===== src/shared/lep_pkg.sv =====
// constants and types shared by the descriptor parser files
package lep_pkg;
    // register byte offsets on the avalon slave
    localparam logic [5:0] REG_CTRL = 6'h00;
    localparam logic [5:0] REG_POP = 6'h04;
    localparam logic [5:0] REG_STATUS = 6'h08;
    localparam logic [5:0] REG_LOGON = 6'h0C;
    localparam logic [5:0] REG_ECHO = 6'h10;
    localparam logic [5:0] REG_TSON = 6'h14;
    localparam logic [5:0] REG_SVNET = 6'h18;
    localparam logic [5:0] REG_MATCH = 6'h1C;
    // values after reset
    localparam logic [31:0] CTRL_RST = 32'h0000_0001;
    localparam logic [31:0] POP_RST = 32'h0000_0000;
    // field positions, status and control bits
    localparam int CTRL_EN_BIT = 0;
    localparam int ST_LINK_BIT = 0;
    localparam int ST_MATCH_BIT = 1;
    localparam int ST_ECHO_BIT = 2;
    localparam int ST_ARMED_BIT = 3;
    // body byte index of the last byte of each field, of the first byte of each list, and the RCS link type value
    localparam logic [7:0] LG_START_LO = 8'h01;
    localparam logic [7:0] LG_PERIOD_LO = 8'h03;
    localparam logic [7:0] LG_COUNT = 8'h04;
    localparam logic [7:0] LG_ID_BASE = 8'h05;
    localparam logic [7:0] EC_VALUE_LO = 8'h01;
    localparam logic [7:0] LK_TS_LO = 8'h01;
    localparam logic [7:0] LK_ON_LO = 8'h03;
    localparam logic [7:0] LK_SV_LO = 8'h05;
    localparam logic [7:0] LK_TYPE = 8'h06;
    localparam logic [7:0] LK_NET_LO = 8'h08;
    localparam logic [7:0] LK_RCNT = 8'h09;
    localparam logic [7:0] LK_PAIR_BASE = 8'h0A;
    localparam logic [7:0] LINK_TYPE_RCS = 8'h81;
    // byte walker states
    typedef enum logic [1:0] {
        ST_TAG = 2'b00,
        ST_LEN = 2'b01,
        ST_BODY = 2'b10
    } lep_state_t;
    // which descriptor the body belongs to
    typedef enum logic [1:0] {
        KD_SKIP = 2'b00,
        KD_LOGON = 2'b01,
        KD_ECHO = 2'b10,
        KD_LINK = 2'b11
    } lep_kind_t;
endpackage : lep_pkg


===== src/design/lep_range_match.sv =====
// population range matcher with sticky hit and captured network label
module lep_range_match (
    input logic clock,
    input logic sys_rst,
    input logic clr,
    input logic pair_valid,
    input logic [15:0] range_base,
    input logic [15:0] range_dont_care,
    input logic [15:0] pop_id,
    input logic [15:0] label,
    output logic hit_r,
    output logic [15:0] label_r
);
    // bits with a one in the don't-care word never take part
    function automatic logic pop_hit(input logic [15:0] b, input logic [15:0] m,
                                     input logic [15:0] p);
        pop_hit = (((b ^ p) & ~m) == 16'h0000);
    endfunction : pop_hit

    wire now_hit = pair_valid & pop_hit(range_base, range_dont_care, pop_id);

    // a hit in the clearing cycle is kept, set wins over clear
    always_ff @(posedge clock)
    begin
        if (sys_rst)
        begin
            hit_r <= 1'b0;
            label_r <= 16'h0000;
        end
        else
        begin
            hit_r <= now_hit | (hit_r & ~clr);
            if (now_hit)
                label_r <= label;
        end
    end
endmodule : lep_range_match


===== src/design/lep_logon_sched.sv =====
// future logon identifier store and superframe scheduler
module lep_logon_sched #(
    parameter int DEPTH = 256
) (
    input logic clock,
    input logic sys_rst,
    input logic wr_en,
    input logic [7:0] wr_addr,
    input logic [15:0] wr_data,
    input logic load,
    input logic [15:0] start,
    input logic [15:0] period,
    input logic [7:0] last,
    input logic sf_tick,
    input logic [15:0] sf_count,
    output logic [15:0] active_id_r,
    output logic id_update_r,
    output logic armed_r
);
    logic [15:0] ids [0:DEPTH-1];
    logic [7:0] next_idx_r;
    logic [15:0] next_sf_r;
    logic [7:0] last_r;

    wire due = armed_r & sf_tick & (sf_count == next_sf_r);
    // a fresh list disarms the old one unless an entry falls due in that cycle; its entries are being overwritten
    wire disarm = wr_en & (wr_addr == 8'h00);

    always_ff @(posedge clock)
    begin
        if (wr_en)
            ids[wr_addr] <= wr_data;
    end

    // first entry at the start count, then one period per entry
    always_ff @(posedge clock)
    begin
        if (sys_rst)
        begin
            armed_r <= 1'b0;
            next_idx_r <= 8'h00;
            next_sf_r <= 16'h0000;
            last_r <= 8'h00;
            active_id_r <= 16'h0000;
            id_update_r <= 1'b0;
        end
        else
        begin
            id_update_r <= due;
            if (load)
            begin
                armed_r <= 1'b1;
                next_idx_r <= 8'h00;
                next_sf_r <= start;
                last_r <= last;
            end
            else if (due)
            begin
                active_id_r <= ids[next_idx_r];
                armed_r <= (next_idx_r != last_r);
                next_idx_r <= next_idx_r + 8'h01;
                next_sf_r <= next_sf_r + period;
            end
            else if (disarm)
                armed_r <= 1'b0;
        end
    end
endmodule : lep_logon_sched


===== src/design/lep_parser.sv =====
// descriptor walker: logon schedule, echo value and linkage ranges
// What this block does
// - a descriptor is a tag byte, then a length of the bytes after it.
// - fields fill whole lines; there are no reserved bits to drop.
// - the schedule comes only from a decrypted terminal-keyed message.
// - schedule: start, period, entry count, then identifiers in order.
// - the entry count is one less than the identifier count.
// - the first identifier takes effect when the superframe count hits start.
// - each later identifier takes effect one period after the previous.
// - a received echo value is handed back for the return bytes.
// - linkage extension fields are taken in fixed order.
// - count-plus-one base and mask pairs follow, then private bytes.
// - the population id matches where it equals the base on cared-for bits.
// - apart from clearing the private byte count, the extension is used only for the return-link signalling type.
module lep_parser #(
    parameter logic [7:0] TAG_LOGON = 8'hA0,
    parameter logic [7:0] TAG_ECHO = 8'hA1,
    parameter logic [7:0] TAG_LINK = 8'hA2,
    parameter int SCHED_DEPTH = 256
) (
    input logic clock,
    input logic sys_rst,
    input logic [5:0] avs_address,
    input logic avs_read,
    input logic avs_write,
    input logic [31:0] avs_writedata,
    input logic [3:0] avs_byteenable,
    output logic [31:0] avs_readdata,
    output logic avs_waitrequest,
    input logic desc_valid,
    input logic [7:0] desc_data,
    input logic desc_first,
    input logic desc_secure,
    input logic sf_tick,
    input logic [15:0] sf_count,
    output logic [15:0] logon_id,
    output logic logon_update,
    output logic logon_armed,
    output logic [15:0] echo_word,
    output logic echo_pending,
    input logic echo_ack,
    output logic net_match,
    output logic [15:0] net_label,
    output logic priv_valid,
    output logic [7:0] priv_data
);
    // byte-enable merge, shared by both writable registers
    function automatic logic [31:0] be_merge(input logic [31:0] old,
                                             input logic [31:0] wd,
                                             input logic [3:0] be);
        logic [31:0] r;
        r = old;
        for (int i = 0; i < 4; i++)
            if (be[i])
                r[i*8 +: 8] = wd[i*8 +: 8];
        be_merge = r;
    endfunction : be_merge

    lep_pkg::lep_state_t st_r;
    lep_pkg::lep_state_t st_nxt;
    lep_pkg::lep_kind_t kind_r;
    lep_pkg::lep_kind_t kind_nxt;
    logic [7:0] len_r;
    logic [7:0] idx_r;
    logic [7:0] hold_r;
    logic [31:0] ctrl_r;
    logic [31:0] pop_r;
    logic wait_r;
    logic [31:0] rdata_r;
    logic [15:0] lg_start_r;
    logic [15:0] lg_period_r;
    logic [7:0] lg_count_r;
    logic [7:0] lg_last_r;
    logic lg_any_r;
    logic [15:0] echo_r;
    logic echo_pend_r;
    logic [15:0] ts_stage_r;
    logic [15:0] on_stage_r;
    logic [15:0] sv_stage_r;
    logic [15:0] net_stage_r;
    logic [7:0] type_r;
    logic [15:0] ts_r;
    logic [15:0] on_r;
    logic [15:0] sv_r;
    logic [15:0] net_r;
    logic link_ok_r;
    logic [8:0] pairs_left_r;
    logic [1:0] pb_r;
    logic [23:0] pair_sr_r;
    logic pair_valid_r;
    logic [31:0] pair_word_r;
    logic [7:0] priv_cnt_r;
    logic priv_valid_r;
    logic [7:0] priv_data_r;
    logic [15:0] sched_id;
    logic sched_upd;
    logic sched_armed;
    logic hit;
    logic [15:0] hit_label;

    // byte classification; a first-byte mark always restarts at a tag
    wire take = desc_valid & ctrl_r[lep_pkg::CTRL_EN_BIT];
    wire is_tag = take & (desc_first | (st_r == lep_pkg::ST_TAG));
    wire is_len = take & ~desc_first & (st_r == lep_pkg::ST_LEN);
    wire is_body = take & ~desc_first & (st_r == lep_pkg::ST_BODY);
    wire body_last = is_body & (idx_r == len_r - 8'h01);
    wire [15:0] word16 = {hold_r, desc_data};

    // tag, length, then exactly length body bytes
    always_comb
    begin
        st_nxt = st_r;
        case (st_r)
            lep_pkg::ST_TAG:
                if (is_tag)
                    st_nxt = lep_pkg::ST_LEN;
            lep_pkg::ST_LEN:
                if (is_tag)
                    st_nxt = lep_pkg::ST_LEN;
                else if (is_len)
                    st_nxt = (desc_data == 8'h00) ? lep_pkg::ST_TAG
                                                  : lep_pkg::ST_BODY;
            lep_pkg::ST_BODY:
                if (is_tag)
                    st_nxt = lep_pkg::ST_LEN;
                else if (body_last)
                    st_nxt = lep_pkg::ST_TAG;
            default:
                st_nxt = lep_pkg::ST_TAG;
        endcase
    end

    // unknown tags skip; schedule needs decryption
    always_comb
    begin
        kind_nxt = lep_pkg::KD_SKIP;
        if (desc_data == TAG_LOGON && desc_secure)
            kind_nxt = lep_pkg::KD_LOGON;
        else if (desc_data == TAG_ECHO)
            kind_nxt = lep_pkg::KD_ECHO;
        else if (desc_data == TAG_LINK)
            kind_nxt = lep_pkg::KD_LINK;
    end

    always_ff @(posedge clock)
    begin
        if (sys_rst)
        begin
            st_r <= lep_pkg::ST_TAG;
            kind_r <= lep_pkg::KD_SKIP;
            len_r <= 8'h00;
            idx_r <= 8'h00;
            hold_r <= 8'h00;
        end
        else
        begin
            st_r <= st_nxt;
            if (is_tag)
                kind_r <= kind_nxt;
            if (is_len)
                len_r <= desc_data;
            if (is_len)
                idx_r <= 8'h00;
            else if (is_body)
                idx_r <= idx_r + 8'h01;
            if (is_body)
                hold_r <= desc_data;
        end
    end

    // logon schedule fields; every field is a whole line, no reserved bits
    wire lg = is_body & (kind_r == lep_pkg::KD_LOGON);
    wire [7:0] id_off = idx_r - lep_pkg::LG_ID_BASE;
    wire id_wr = lg & (idx_r >= lep_pkg::LG_ID_BASE) & id_off[0]
                 & ({1'b0, id_off[7:1]} <= lg_count_r);
    wire lg_load = lg & body_last & (lg_any_r | id_wr);

    always_ff @(posedge clock)
    begin
        if (sys_rst)
        begin
            lg_start_r <= 16'h0000;
            lg_period_r <= 16'h0000;
            lg_count_r <= 8'h00;
            lg_last_r <= 8'h00;
            lg_any_r <= 1'b0;
        end
        else
        begin
            if (lg & idx_r == lep_pkg::LG_START_LO)
                lg_start_r <= word16;
            if (lg & idx_r == lep_pkg::LG_PERIOD_LO)
                lg_period_r <= word16;
            if (lg & idx_r == lep_pkg::LG_COUNT)
                lg_count_r <= desc_data;
            if (id_wr)
                lg_last_r <= {1'b0, id_off[7:1]};
            if (is_tag)
                lg_any_r <= 1'b0;
            else if (id_wr)
                lg_any_r <= 1'b1;
        end
    end

    // a truncated list arms only the identifiers actually received
    lep_logon_sched #(
        .DEPTH(SCHED_DEPTH)
    ) u_sched (
        .clock(clock),
        .sys_rst(sys_rst),
        .wr_en(id_wr),
        .wr_addr({1'b0, id_off[7:1]}),
        .wr_data(word16),
        .load(lg_load),
        .start(lg_start_r),
        .period(lg_period_r),
        .last(id_wr ? {1'b0, id_off[7:1]} : lg_last_r),
        .sf_tick(sf_tick),
        .sf_count(sf_count),
        .active_id_r(sched_id),
        .id_update_r(sched_upd),
        .armed_r(sched_armed)
    );

    // echo value waits for the burst builder; new value beats the ack
    wire ec_set = is_body & (kind_r == lep_pkg::KD_ECHO)
                  & (idx_r == lep_pkg::EC_VALUE_LO);

    always_ff @(posedge clock)
    begin
        if (sys_rst)
        begin
            echo_r <= 16'h0000;
            echo_pend_r <= 1'b0;
        end
        else
        begin
            if (ec_set)
                echo_r <= word16;
            echo_pend_r <= ec_set | (echo_pend_r & ~echo_ack);
        end
    end

    // linkage fields staged until descriptor end
    wire lk = is_body & (kind_r == lep_pkg::KD_LINK);
    wire lk_tail = lk & (idx_r >= lep_pkg::LK_PAIR_BASE);
    wire rcs_type = (type_r == lep_pkg::LINK_TYPE_RCS);
    wire pair_byte = lk_tail & (pairs_left_r != 9'h000);
    wire priv_byte = lk_tail & (pairs_left_r == 9'h000) & rcs_type;

    always_ff @(posedge clock)
    begin
        if (sys_rst)
        begin
            ts_stage_r <= 16'h0000;
            on_stage_r <= 16'h0000;
            sv_stage_r <= 16'h0000;
            net_stage_r <= 16'h0000;
            type_r <= 8'h00;
        end
        else
        begin
            if (lk & idx_r == lep_pkg::LK_TS_LO)
                ts_stage_r <= word16;
            if (lk & idx_r == lep_pkg::LK_ON_LO)
                on_stage_r <= word16;
            if (lk & idx_r == lep_pkg::LK_SV_LO)
                sv_stage_r <= word16;
            if (lk & idx_r == lep_pkg::LK_TYPE)
                type_r <= desc_data;
            else if (is_tag)
                type_r <= 8'h00;
            if (lk & idx_r == lep_pkg::LK_NET_LO)
                net_stage_r <= word16;
        end
    end

    // range pairs: four bytes each, base first, then don't-care mask
    always_ff @(posedge clock)
    begin
        if (sys_rst)
        begin
            pairs_left_r <= 9'h000;
            pb_r <= 2'b00;
            pair_sr_r <= 24'h00_0000;
            pair_valid_r <= 1'b0;
            pair_word_r <= 32'h0000_0000;
        end
        else
        begin
            pair_valid_r <= pair_byte & (pb_r == 2'b11) & rcs_type;
            if (is_tag)
                pairs_left_r <= 9'h000;
            else if (lk & idx_r == lep_pkg::LK_RCNT)
                pairs_left_r <= {1'b0, desc_data} + 9'h001;
            else if (pair_byte & pb_r == 2'b11)
                pairs_left_r <= pairs_left_r - 9'h001;
            if (is_tag | (lk & idx_r == lep_pkg::LK_RCNT))
                pb_r <= 2'b00;
            else if (pair_byte)
                pb_r <= pb_r + 2'b01;
            if (pair_byte)
                pair_sr_r <= {pair_sr_r[15:0], desc_data};
            if (pair_byte & pb_r == 2'b11)
                pair_word_r <= {pair_sr_r, desc_data};
        end
    end

    // matching is gated off for any other linkage type
    lep_range_match u_match (
        .clock(clock),
        .sys_rst(sys_rst),
        .clr(take & desc_first),
        .pair_valid(pair_valid_r),
        .range_base(pair_word_r[31:16]),
        .range_dont_care(pair_word_r[15:0]),
        .pop_id(pop_r[15:0]),
        .label(net_stage_r),
        .hit_r(hit),
        .label_r(hit_label)
    );

    // private bytes, then linkage commit
    always_ff @(posedge clock)
    begin
        if (sys_rst)
        begin
            priv_valid_r <= 1'b0;
            priv_data_r <= 8'h00;
            priv_cnt_r <= 8'h00;
            ts_r <= 16'h0000;
            on_r <= 16'h0000;
            sv_r <= 16'h0000;
            net_r <= 16'h0000;
            link_ok_r <= 1'b0;
        end
        else
        begin
            priv_valid_r <= priv_byte;
            if (priv_byte)
                priv_data_r <= desc_data;
            if (lk & idx_r == lep_pkg::LK_RCNT)
                priv_cnt_r <= 8'h00;
            else if (priv_byte)
                priv_cnt_r <= priv_cnt_r + 8'h01;
            if (lk & body_last & rcs_type)
            begin
                ts_r <= ts_stage_r;
                on_r <= on_stage_r;
                sv_r <= sv_stage_r;
                net_r <= net_stage_r;
                link_ok_r <= 1'b1;
            end
        end
    end

    // avalon slave: one wait state, write lands on the released edge
    wire req = avs_read | avs_write;
    wire wr_go = avs_write & ~wait_r;
    wire [31:0] status_w = {28'h000_0000, sched_armed, echo_pend_r, hit,
                            link_ok_r};
    wire [31:0] rd_mux =
        (avs_address == lep_pkg::REG_CTRL) ? ctrl_r :
        (avs_address == lep_pkg::REG_POP) ? pop_r :
        (avs_address == lep_pkg::REG_STATUS) ? status_w :
        (avs_address == lep_pkg::REG_LOGON) ? {16'h0000, sched_id} :
        (avs_address == lep_pkg::REG_ECHO) ? {16'h0000, echo_r} :
        (avs_address == lep_pkg::REG_TSON) ? {ts_r, on_r} :
        (avs_address == lep_pkg::REG_SVNET) ? {sv_r, net_r} :
        (avs_address == lep_pkg::REG_MATCH) ? {8'h00, priv_cnt_r, hit_label} :
        32'h0000_0000;

    always_ff @(posedge clock)
    begin
        if (sys_rst)
        begin
            wait_r <= 1'b1;
            rdata_r <= 32'h0000_0000;
            ctrl_r <= lep_pkg::CTRL_RST;
            pop_r <= lep_pkg::POP_RST;
        end
        else
        begin
            wait_r <= ~(req & wait_r);
            if (avs_read & wait_r)
                rdata_r <= rd_mux;
            if (wr_go & avs_address == lep_pkg::REG_CTRL)
                ctrl_r <= be_merge(ctrl_r, avs_writedata, avs_byteenable)
                          & 32'h0000_0001;
            if (wr_go & avs_address == lep_pkg::REG_POP)
                pop_r <= be_merge(pop_r, avs_writedata, avs_byteenable)
                         & 32'h0000_FFFF;
        end
    end

    // outputs straight from flops
    assign avs_readdata = rdata_r;
    assign avs_waitrequest = wait_r;
    assign logon_id = sched_id;
    assign logon_update = sched_upd;
    assign logon_armed = sched_armed;
    assign echo_word = echo_r;
    assign echo_pending = echo_pend_r;
    assign net_match = hit;
    assign net_label = hit_label;
    assign priv_valid = priv_valid_r;
    assign priv_data = priv_data_r;
endmodule : lep_parser


===== config.mk =====
export PLATFORM = sky130hd
export DESIGN_NAME = lep_parser
export DESIGN_NICKNAME = d
export VERILOG_FILES = /design/src/shared/lep_pkg.sv /design/src/design/lep_range_match.sv /design/src/design/lep_logon_sched.sv /design/src/design/lep_parser.sv
export SDC_FILE = /design/constraint.sdc
export NUM_CORES = 2
export LEC_CHECK = 0
export BUFFER_PORTS_ARGS = -buffer_cell sky130_fd_sc_hd__buf_2
export CAP_MARGIN = 20
export CORE_MARGIN = 4
export CORE_UTILIZATION = 50
export CTS_CLUSTER_DIAMETER = 120
export CTS_CLUSTER_SIZE = 25
export DETAILED_ROUTE_END_ITERATION = 8
export HOLD_SLACK_MARGIN = 0.12
export PLACE_DENSITY_LB_ADDON = 0.12
export SYNTH_ARGS = -nofsm -noshare
export SYNTH_HDL_FRONTEND = slang
export SYNTH_HIERARCHICAL = 1
export SYNTH_SLANG_ARGS = --single-unit

===== constraint.sdc =====
create_clock -name clock -period 15.2 [get_ports clock]
set_input_delay 0.76 -clock clock [delete_from_list [all_inputs] [get_ports clock]]
set_output_delay 0.76 -clock clock [all_outputs]
set_load 0.02 [all_outputs]

### Word level (Yosys, flattened, before mapping)

Memory sizes are Yosys's and may differ from the RTL's. A register that Yosys moved wholly into a read port is not among the register bits.
Cells that the tools add are included.

| operators by class | value |
|---|---|
| magnitude comparators | 3 |
| $add $sub $neg | 9 |
| bitwise operators | 59 |
| reductions and logical operators | 22 |
| equality and inequality tests | 30 |
| multiplexer cells | 30 |

Operators with widths:

| cell | number |
|---|---|
| 32-bit two-way mux | 7 |
| 1-bit AND | 44 |
| 8-bit equality test (second input constant) | 4 |
| 16-bit two-way mux | 2 |
| 8-bit by 1-bit adder with 8-bit output (second input constant) | 3 |
| 6-bit by 5-bit equality test with 1-bit output (second input constant) | 4 |
| 8-bit by 3-bit equality test with 1-bit output (second input constant) | 3 |
| 24-bit two-way mux | 1 |
| 8-bit two-way mux | 3 |
| 2-bit two-way mux | 9 |
| 9-bit two-way mux | 2 |
| 16-bit adder | 1 |
| 16-bit AND | 1 |
| 16-bit equality test | 1 |
| 8-bit by 4-bit equality test with 1-bit output (second input constant) | 2 |
| 16-bit logical NOT | 1 |
| 8-bit logical NOT | 2 |
| 16-bit NOT | 1 |
| 16-bit bitwise XOR | 1 |
| 6-bit by 4-bit equality test with 1-bit output (second input constant) | 2 |
| 2-bit OR reduction | 5 |
| 8-bit by 1-bit adder with 9-bit output (second input constant) | 1 |
| 9-bit logical NOT | 1 |
| 9-bit nonzero test | 1 |
| other kinds (27) | 51 |

| storage, ports and cells | value |
|---|---|
| memories | 1 |
| output and inout bits | 94 |
| logic and storage cells | 196 |
| bits in registers | 417 |
| bits in writable memories | 4096 |
| input port bits | 75 |

Memory list:

| name | depth | width | rd ports | clocked after Yosys merged registers in | write ports | RTL line | source |
|---|---|---|---|---|---|---|---|
| u_sched.ids | 256 | 16 | 1 | 1 | 1 | lep_logon_sched.sv:20 | `logic [15:0] ids [0:DEPTH-1];` |

### Longest topological paths before layout

| depth | value |
|---|---|
| depth after elaboration | 11 |
| depth in mapped cells | 20 |
| gate-level depth less buffers | 19 |

### Cells and area by module

The synthesis kept the hierarchy.

Modules (own cells, without submodules):

| module | sequential area each (um^2) | area each (um^2) | cells each | instances |
|---|---|---|---|---|
| lep_logon_sched | 123998.9 | 161413.6 | 7359 | 1 |
| lep_parser | 7327.0 | 15208.3 | 1878 | 1 |
| lep_range_match | 340.3 | 979.7 | 102 | 1 |

### Least setup slack after synthesis

Ideal clock, no wire load.

| timing path | value |
|---|---|
| kind | flip-flop to flip-flop |
| start | reg idx_r[2] |
| end | mem u_sched.ids[103][0] (enable) |
| setup time | 388 ps |
| path buffers | 5 |
| clock period less this slack | 4974 ps |
| cell stages (with the launch flop) | 18 |
| data arrival time | 4585 ps |
| path slack | 10226 ps |
| cells stage by stage | dfxtp_1 clkbuf_1 clkbuf_1 o21ai_0 nand2_1 xnor2_1 ha_1 a21o_1 a21oi_1 nor2b_1 o31ai_1 nand2_1 inv_1 clkbuf_1 buf_1 nand4_1 clkbuf_1 nor2_1 |

RTL lines:

| element | RTL line | source |
|---|---|---|
| from (decl) | lep_parser.sv:64 | `logic [7:0] idx_r;` |
| from (signal assigned) | lep_parser.sv:165 | `idx_r <= idx_r + 8'h01;` |
| 8-bit by 3-bit subtractor with 8-bit output | lep_parser.sv:173 | `wire [7:0] id_off = idx_r - lep_pkg::LG_ID_BASE;` |
| named net id_off[5] | lep_parser.sv:173 |  |
| 7-bit by 8-bit less-or-equal comparator with 1-bit output | lep_parser.sv:175 | `& ({1'b0, id_off[7:1]} <= lg_count_r);` |
| 1-bit AND | lep_parser.sv:175 |  |
| named net id_wr | lep_parser.sv:174 | `wire id_wr = lg & (idx_r >= lep_pkg::LG_ID_BASE) & id_off[0]` |
| 1-bit two-way mux | lep_logon_sched.sv:31 | `if (wr_en)` |
| 1-bit two-way mux (not written as such) | lep_logon_sched.sv:32 | `ids[wr_addr] <= wr_data;` |
| to (decl) | lep_logon_sched.sv:20 |  |

The timed path passes the listed nets, and every way through them passes these cells.

### Worst setup path after layout

| timing path | value |
|---|---|
| start | reg idx_r[2] |
| end | reg u_sched.active_id_r[12] (read register of u_sched.ids) |

RTL lines:

| element | RTL line | source |
|---|---|---|
| 8-bit by 3-bit subtractor with 8-bit output | lep_parser.sv:173 |  |
| named net id_off[5] | lep_parser.sv:173 |  |
| 7-bit by 8-bit less-or-equal comparator with 1-bit output | lep_parser.sv:175 |  |
| 1-bit AND | lep_parser.sv:175 |  |
| named net id_wr | lep_parser.sv:174 |  |
| 1-bit bitwise OR | lep_parser.sv:176 | `wire lg_load = lg & body_last & (lg_any_r \| id_wr);` |
| 1-bit AND | lep_parser.sv:176 |  |
| named net lg_load | lep_parser.sv:176 |  |
| 1-bit NOT (no source line) | n/a |  |
| 2-bit AND reduction (no source line) | n/a |  |
| to (decl) | lep_logon_sched.sv:16 | `output logic [15:0] active_id_r,` |

The timed path passes the listed nets, and every way through them passes these cells.
A chain may end at the register's enable or synchronous reset.

==> summary.md <==
| Metric | Value |
|---|---|
| Status | `finished, violations left` |
| Failing checks | `max-slew violations` |
| Critical path's slowest cell | `clkinv_1` |
| Die H | `604 um` |
| Seq pwr share | `0.676` |
| Bufs on Longest Clock Path | `4` |
| Critical path's top delay family | `buffers and inverters` |
| Number of global-route vias before repair | `89899` |
| Critical path peak fanout | `27` |
| Critical Path AT | `7610 ps` |
| Synth top area share | `0.693` |
| Hpwl dp | `303000 um` |
| Worst slew pin tran | `2490 ps` |
| Initial Util | `0.503` |
| Synth Warn # | `6` |
| WS Path Type | `register to register` |
| Clk_lat worst skew | `990 ps` |
| Crit path capture type | `register` |
| Clk pwr share | `0.313` |
| RSZ-0062 raised after global routing | `false` |
| CP startpoint | `idx_r[2]` |
| Die area | `365000 um2` |
| Postcts setup bufs | `0` |
| Post-synth EDFFs | `4096` |
| Number of remaining DRC errors | `0` |
| Sw frac | `0.197` |
| Total track usage | `0.275` |
| Yosys reg bits | `4529` |
| Critical path required time | `around 16000 ps` |
| Clock transition at path regs | `110 ps` |
| DRT Pass-1 Iters | `8` |
| Largest area contributor in the netlist | `edfxtp_1` |
| Final Setup Violations | `0` |
| Biggest cell delay along the critical path | `approximately 820 ps` |
| Area contributors post-synth | `edfxtp_1 (69%), mux4_2 (12%), dfxtp_1 (4.9%)` |
| Post-route minimum period | `6750 ps` |
| First-pass GRT wire length | `707000 um` |
| Total Wirelength | `508000 um` |
| Grt ovf | `0` |
| Max cap viols | `0` |
| CTS root buf | `clkbuf_16` |
| Crit path buffers/inverters | `6` |
| Die width | `between 600 and 700 um` |
| Internal cell power | `roughly 16000 uW` |
| Port bufs | `150` |
| I/O Pins | `169` |
| Worst R2R Start | `idx_r[2]` |
| P&R area growth vs syn | `7.06%` |
| CTS H-Tree Depth | `4` |
| Antenna violations before repair | `28` |
| Nets | `between 9000 and 10000` |
| Setup tns final | `0 ps` |
| Number of vias per cell | `6.54` |
| Async SR Flop Fraction | `0` |
| Fmax | `0.148 GHz` |
| Power density over the cells | `~100 nW/um2` |
| Cell Rows | `between 200 and 250` |
| Fin util | `0.538` |
| Avg Inst Size Synth | `19.0 um2` |
| Unique masters post-synth | `96` |
| Final-report max-slew violation count | `2176` |
| Hold Path Class | `primary input to register` |
| CP most frequent cell | `buf_4` |
| Relative slew slack | `-0.664` |
| Main synth FF type | `edfxtp_1` |
| Hold path startpoint | `avs_address[5]` |
| WL/cell | `35.6 um` |
| CTS Buf Count | `203` |
| Via count | `93339` |
| Sequential area share after synthesis | `0.741` |
| Setup Skew | `a little over 60 ps` |
| Antenna-violating nets left | `0` |
| CP Launch Type | `register` |
| Core area | `approximately 350000 um2` |
| Initial DRC Count | `13169` |
| Layout cells sized above 1 | `0.194` |
| TritonCTS sink count | `4529` |
| Switching power | `3940 uW` |
| CTS tree | `done` |
| Gp weighted congestion | `0.886` |
| Ratio of final minimum period to clock period | `0.444` |
| Peak VDD IR | `89.3 uV` |
| LEAKAGE | `0.0617 uW` |
| Cell breakdown of the critical path | `o21ai_0 -> nand2_1 -> xnor2_1 -> buf_4 -> ha_1 -> a21o_1 -> a21oi_1 -> nor2b_1 -> o31ai_1 -> nand2_1 -> inv_1 -> buf_4 -> o211a_1 -> buf_4 -> clkinv_1 -> nand2_1 -> nor4_2 -> buf_4 -> o211ai_1 -> a2bb2oi_1 -> o31ai_1` |
| Synthesized area | `~180000 um2` |
| Logic pwr share | `0.012` |
| Pin count of the biggest net entering global routing | `229` |
| Synth Instances | `a little over 9000` |
| Final hold violations | `0` |
==> per-layer routing <==
metal	GRT usage	vias up	share of wire
met4	0.0818	8	0.034
li1	-	37818	-
met3	0.0529	711	0.093
met5	0	-	0.000083
met2	0.431	4505	0.47
met1	0.394	50297	0.40
==> final cells by class <==
| cell class | instances | area (um2) |
|---|---|---|
| fill | 27339 | 163000 |
| sequential | 4529 | 132000 |
| multi-input combinational | 4175 | 42700 |
| tap | 4730 | 5920 |
| clock buffer | 254 | 5380 |
| timing repair buffer | 491 | 4030 |
| inverter | 39 | 169 |
| antenna | 45 | 113 |
| clock inverter | 9 | 103 |
==> power by group through the flow <==
stage          Combinational, uW  Clock (uW)  Sequential [uW]
3_5_place_dp                 231           0            13800
4_1_cts                      235        6380            13500
2_1_floorplan               53.3           0            13800
5_1_grt                      249        6830            13500
6_report                     233        6240            13500
3_3_place_gp                 218           0            13800
==> placed cells by master, fill, tap and decap left out, types with 22 or more instances in the layout <==
| cell | synthesis | final |
|---|---|---|
| a211oi_1 | 35 | 34 |
| a21oi_1 | 395 | 395 |
| a221oi_1 | 51 | 50 |
| a22o_1 | 31 | 31 |
| a22oi_1 | 83 | 83 |
| and3_1 | 22 | 22 |
| buf_2 | 130 | 141 |
| buf_4 | 49 | 270 |
| buf_8 | 19 | 25 |
| clkbuf_1 | 286 | 46 |
| clkbuf_16 | 0 | 208 |
| dfxtp_1 | 433 | 418 |
| diode_2 | 0 | 45 |
| dlygate4sd3_1 | 0 | 22 |
| edfxtp_1 | 4096 | 4096 |
| ha_1 | 35 | 35 |
| inv_1 | 34 | 32 |
| mux2_2 | 26 | 26 |
| mux2i_1 | 418 | 418 |
| mux4_1 | 33 | 33 |
| mux4_2 | 972 | 972 |
| nand2_1 | 576 | 575 |
| nand2b_1 | 42 | 42 |
| nand3_1 | 90 | 80 |
| nand4_1 | 94 | 94 |
| nor2_1 | 472 | 383 |
| nor2_2 | 0 | 88 |
| nor2b_1 | 35 | 29 |
| nor3_1 | 54 | 50 |
| nor4_1 | 31 | 28 |
| o211ai_1 | 26 | 26 |
| o21ai_0 | 165 | 165 |
| o221ai_1 | 31 | 31 |
| o22ai_1 | 69 | 69 |
| xnor2_1 | 55 | 55 |
| xor2_1 | 40 | 40 |
==> worst reg2reg max path: cells and delay by family, from the launching register on <==
| family | cells | cell delay [ps] |
|---|---|---|
| AND/OR/NAND/NOR | 5 | 1170 |
| AO/OA/AOI/OAI | 8 | 2110 |
| buffers and inverters | 6 | 2230 |
| flip-flops | 1 | 700 |
| adder cells (fa/ha/maj) | 1 | 320 |
| XOR/XNOR | 1 | 130 |
==> flip-flops by register name, indices dropped and copies added, names as in the netlist, 24 cells and up <==
signal	cells
pair_sr_r	24
u_sched/ids	4096
pair_word_r	32
avs_readdata	32
==> synth_stat cells (42+ instances only) <==
cell and number:
nand2_1 576, nand2b_1 42, nand4_1 94, o22ai_1 69, dfxtp_1 433, a21oi_1 395
clkbuf_1 286, mux2i_1 418, buf_6 46, a221oi_1 51, buf_2 130, buf_1 47
a22oi_1 83, nor2_1 472, xnor2_1 55, edfxtp_1 4096, o21ai_0 165, nand3_1 90
buf_4 49, nor3_1 54, mux4_2 972
==> timing repair <==
action	in CTS	in global routing
gates resized for setup	0	0
hold endpoints to repair	48	0
hold buffers	22	0
==> stage by stage <==
stage	cells	total power [uW]	worst slack (ps)	hold WS [ps]	cell area (um2)
2_1_floorplan	9345	13800	10230	429	178000
3_3_place_gp	13903	14000	8510	432	184000
3_5_place_dp	13919	14000	8570	439	184000
4_1_cts	14204	20100	8540	133	190000
5_1_grt	14231	20600	7960	187	190000
6_report	14272	20000	8450	219	190000
==> final timing paths <==
path                                           endpoint  slack (ps)  depth (start not counted)
worst min register to register         avs_readdata[17]         460                          2
worst max register to register  u_sched/active_id_r[12]        8450                         21
worst min-delay path                    avs_readdata[0]         220                          4
worst max-delay path            u_sched/active_id_r[12]        8450                         21
==> cells by family after synthesis <==
kind of cell | share of synthesized area
simple gates | 0.0380
compound gates | 0.0392
other cells | 0.0000211
mux | 0.153
xor+xnor | 0.00468
fa+ha+maj | 0.00258
flops | 0.741
buf+inv | 0.0209
Note: power is estimated with default switching activity, not from simulation.
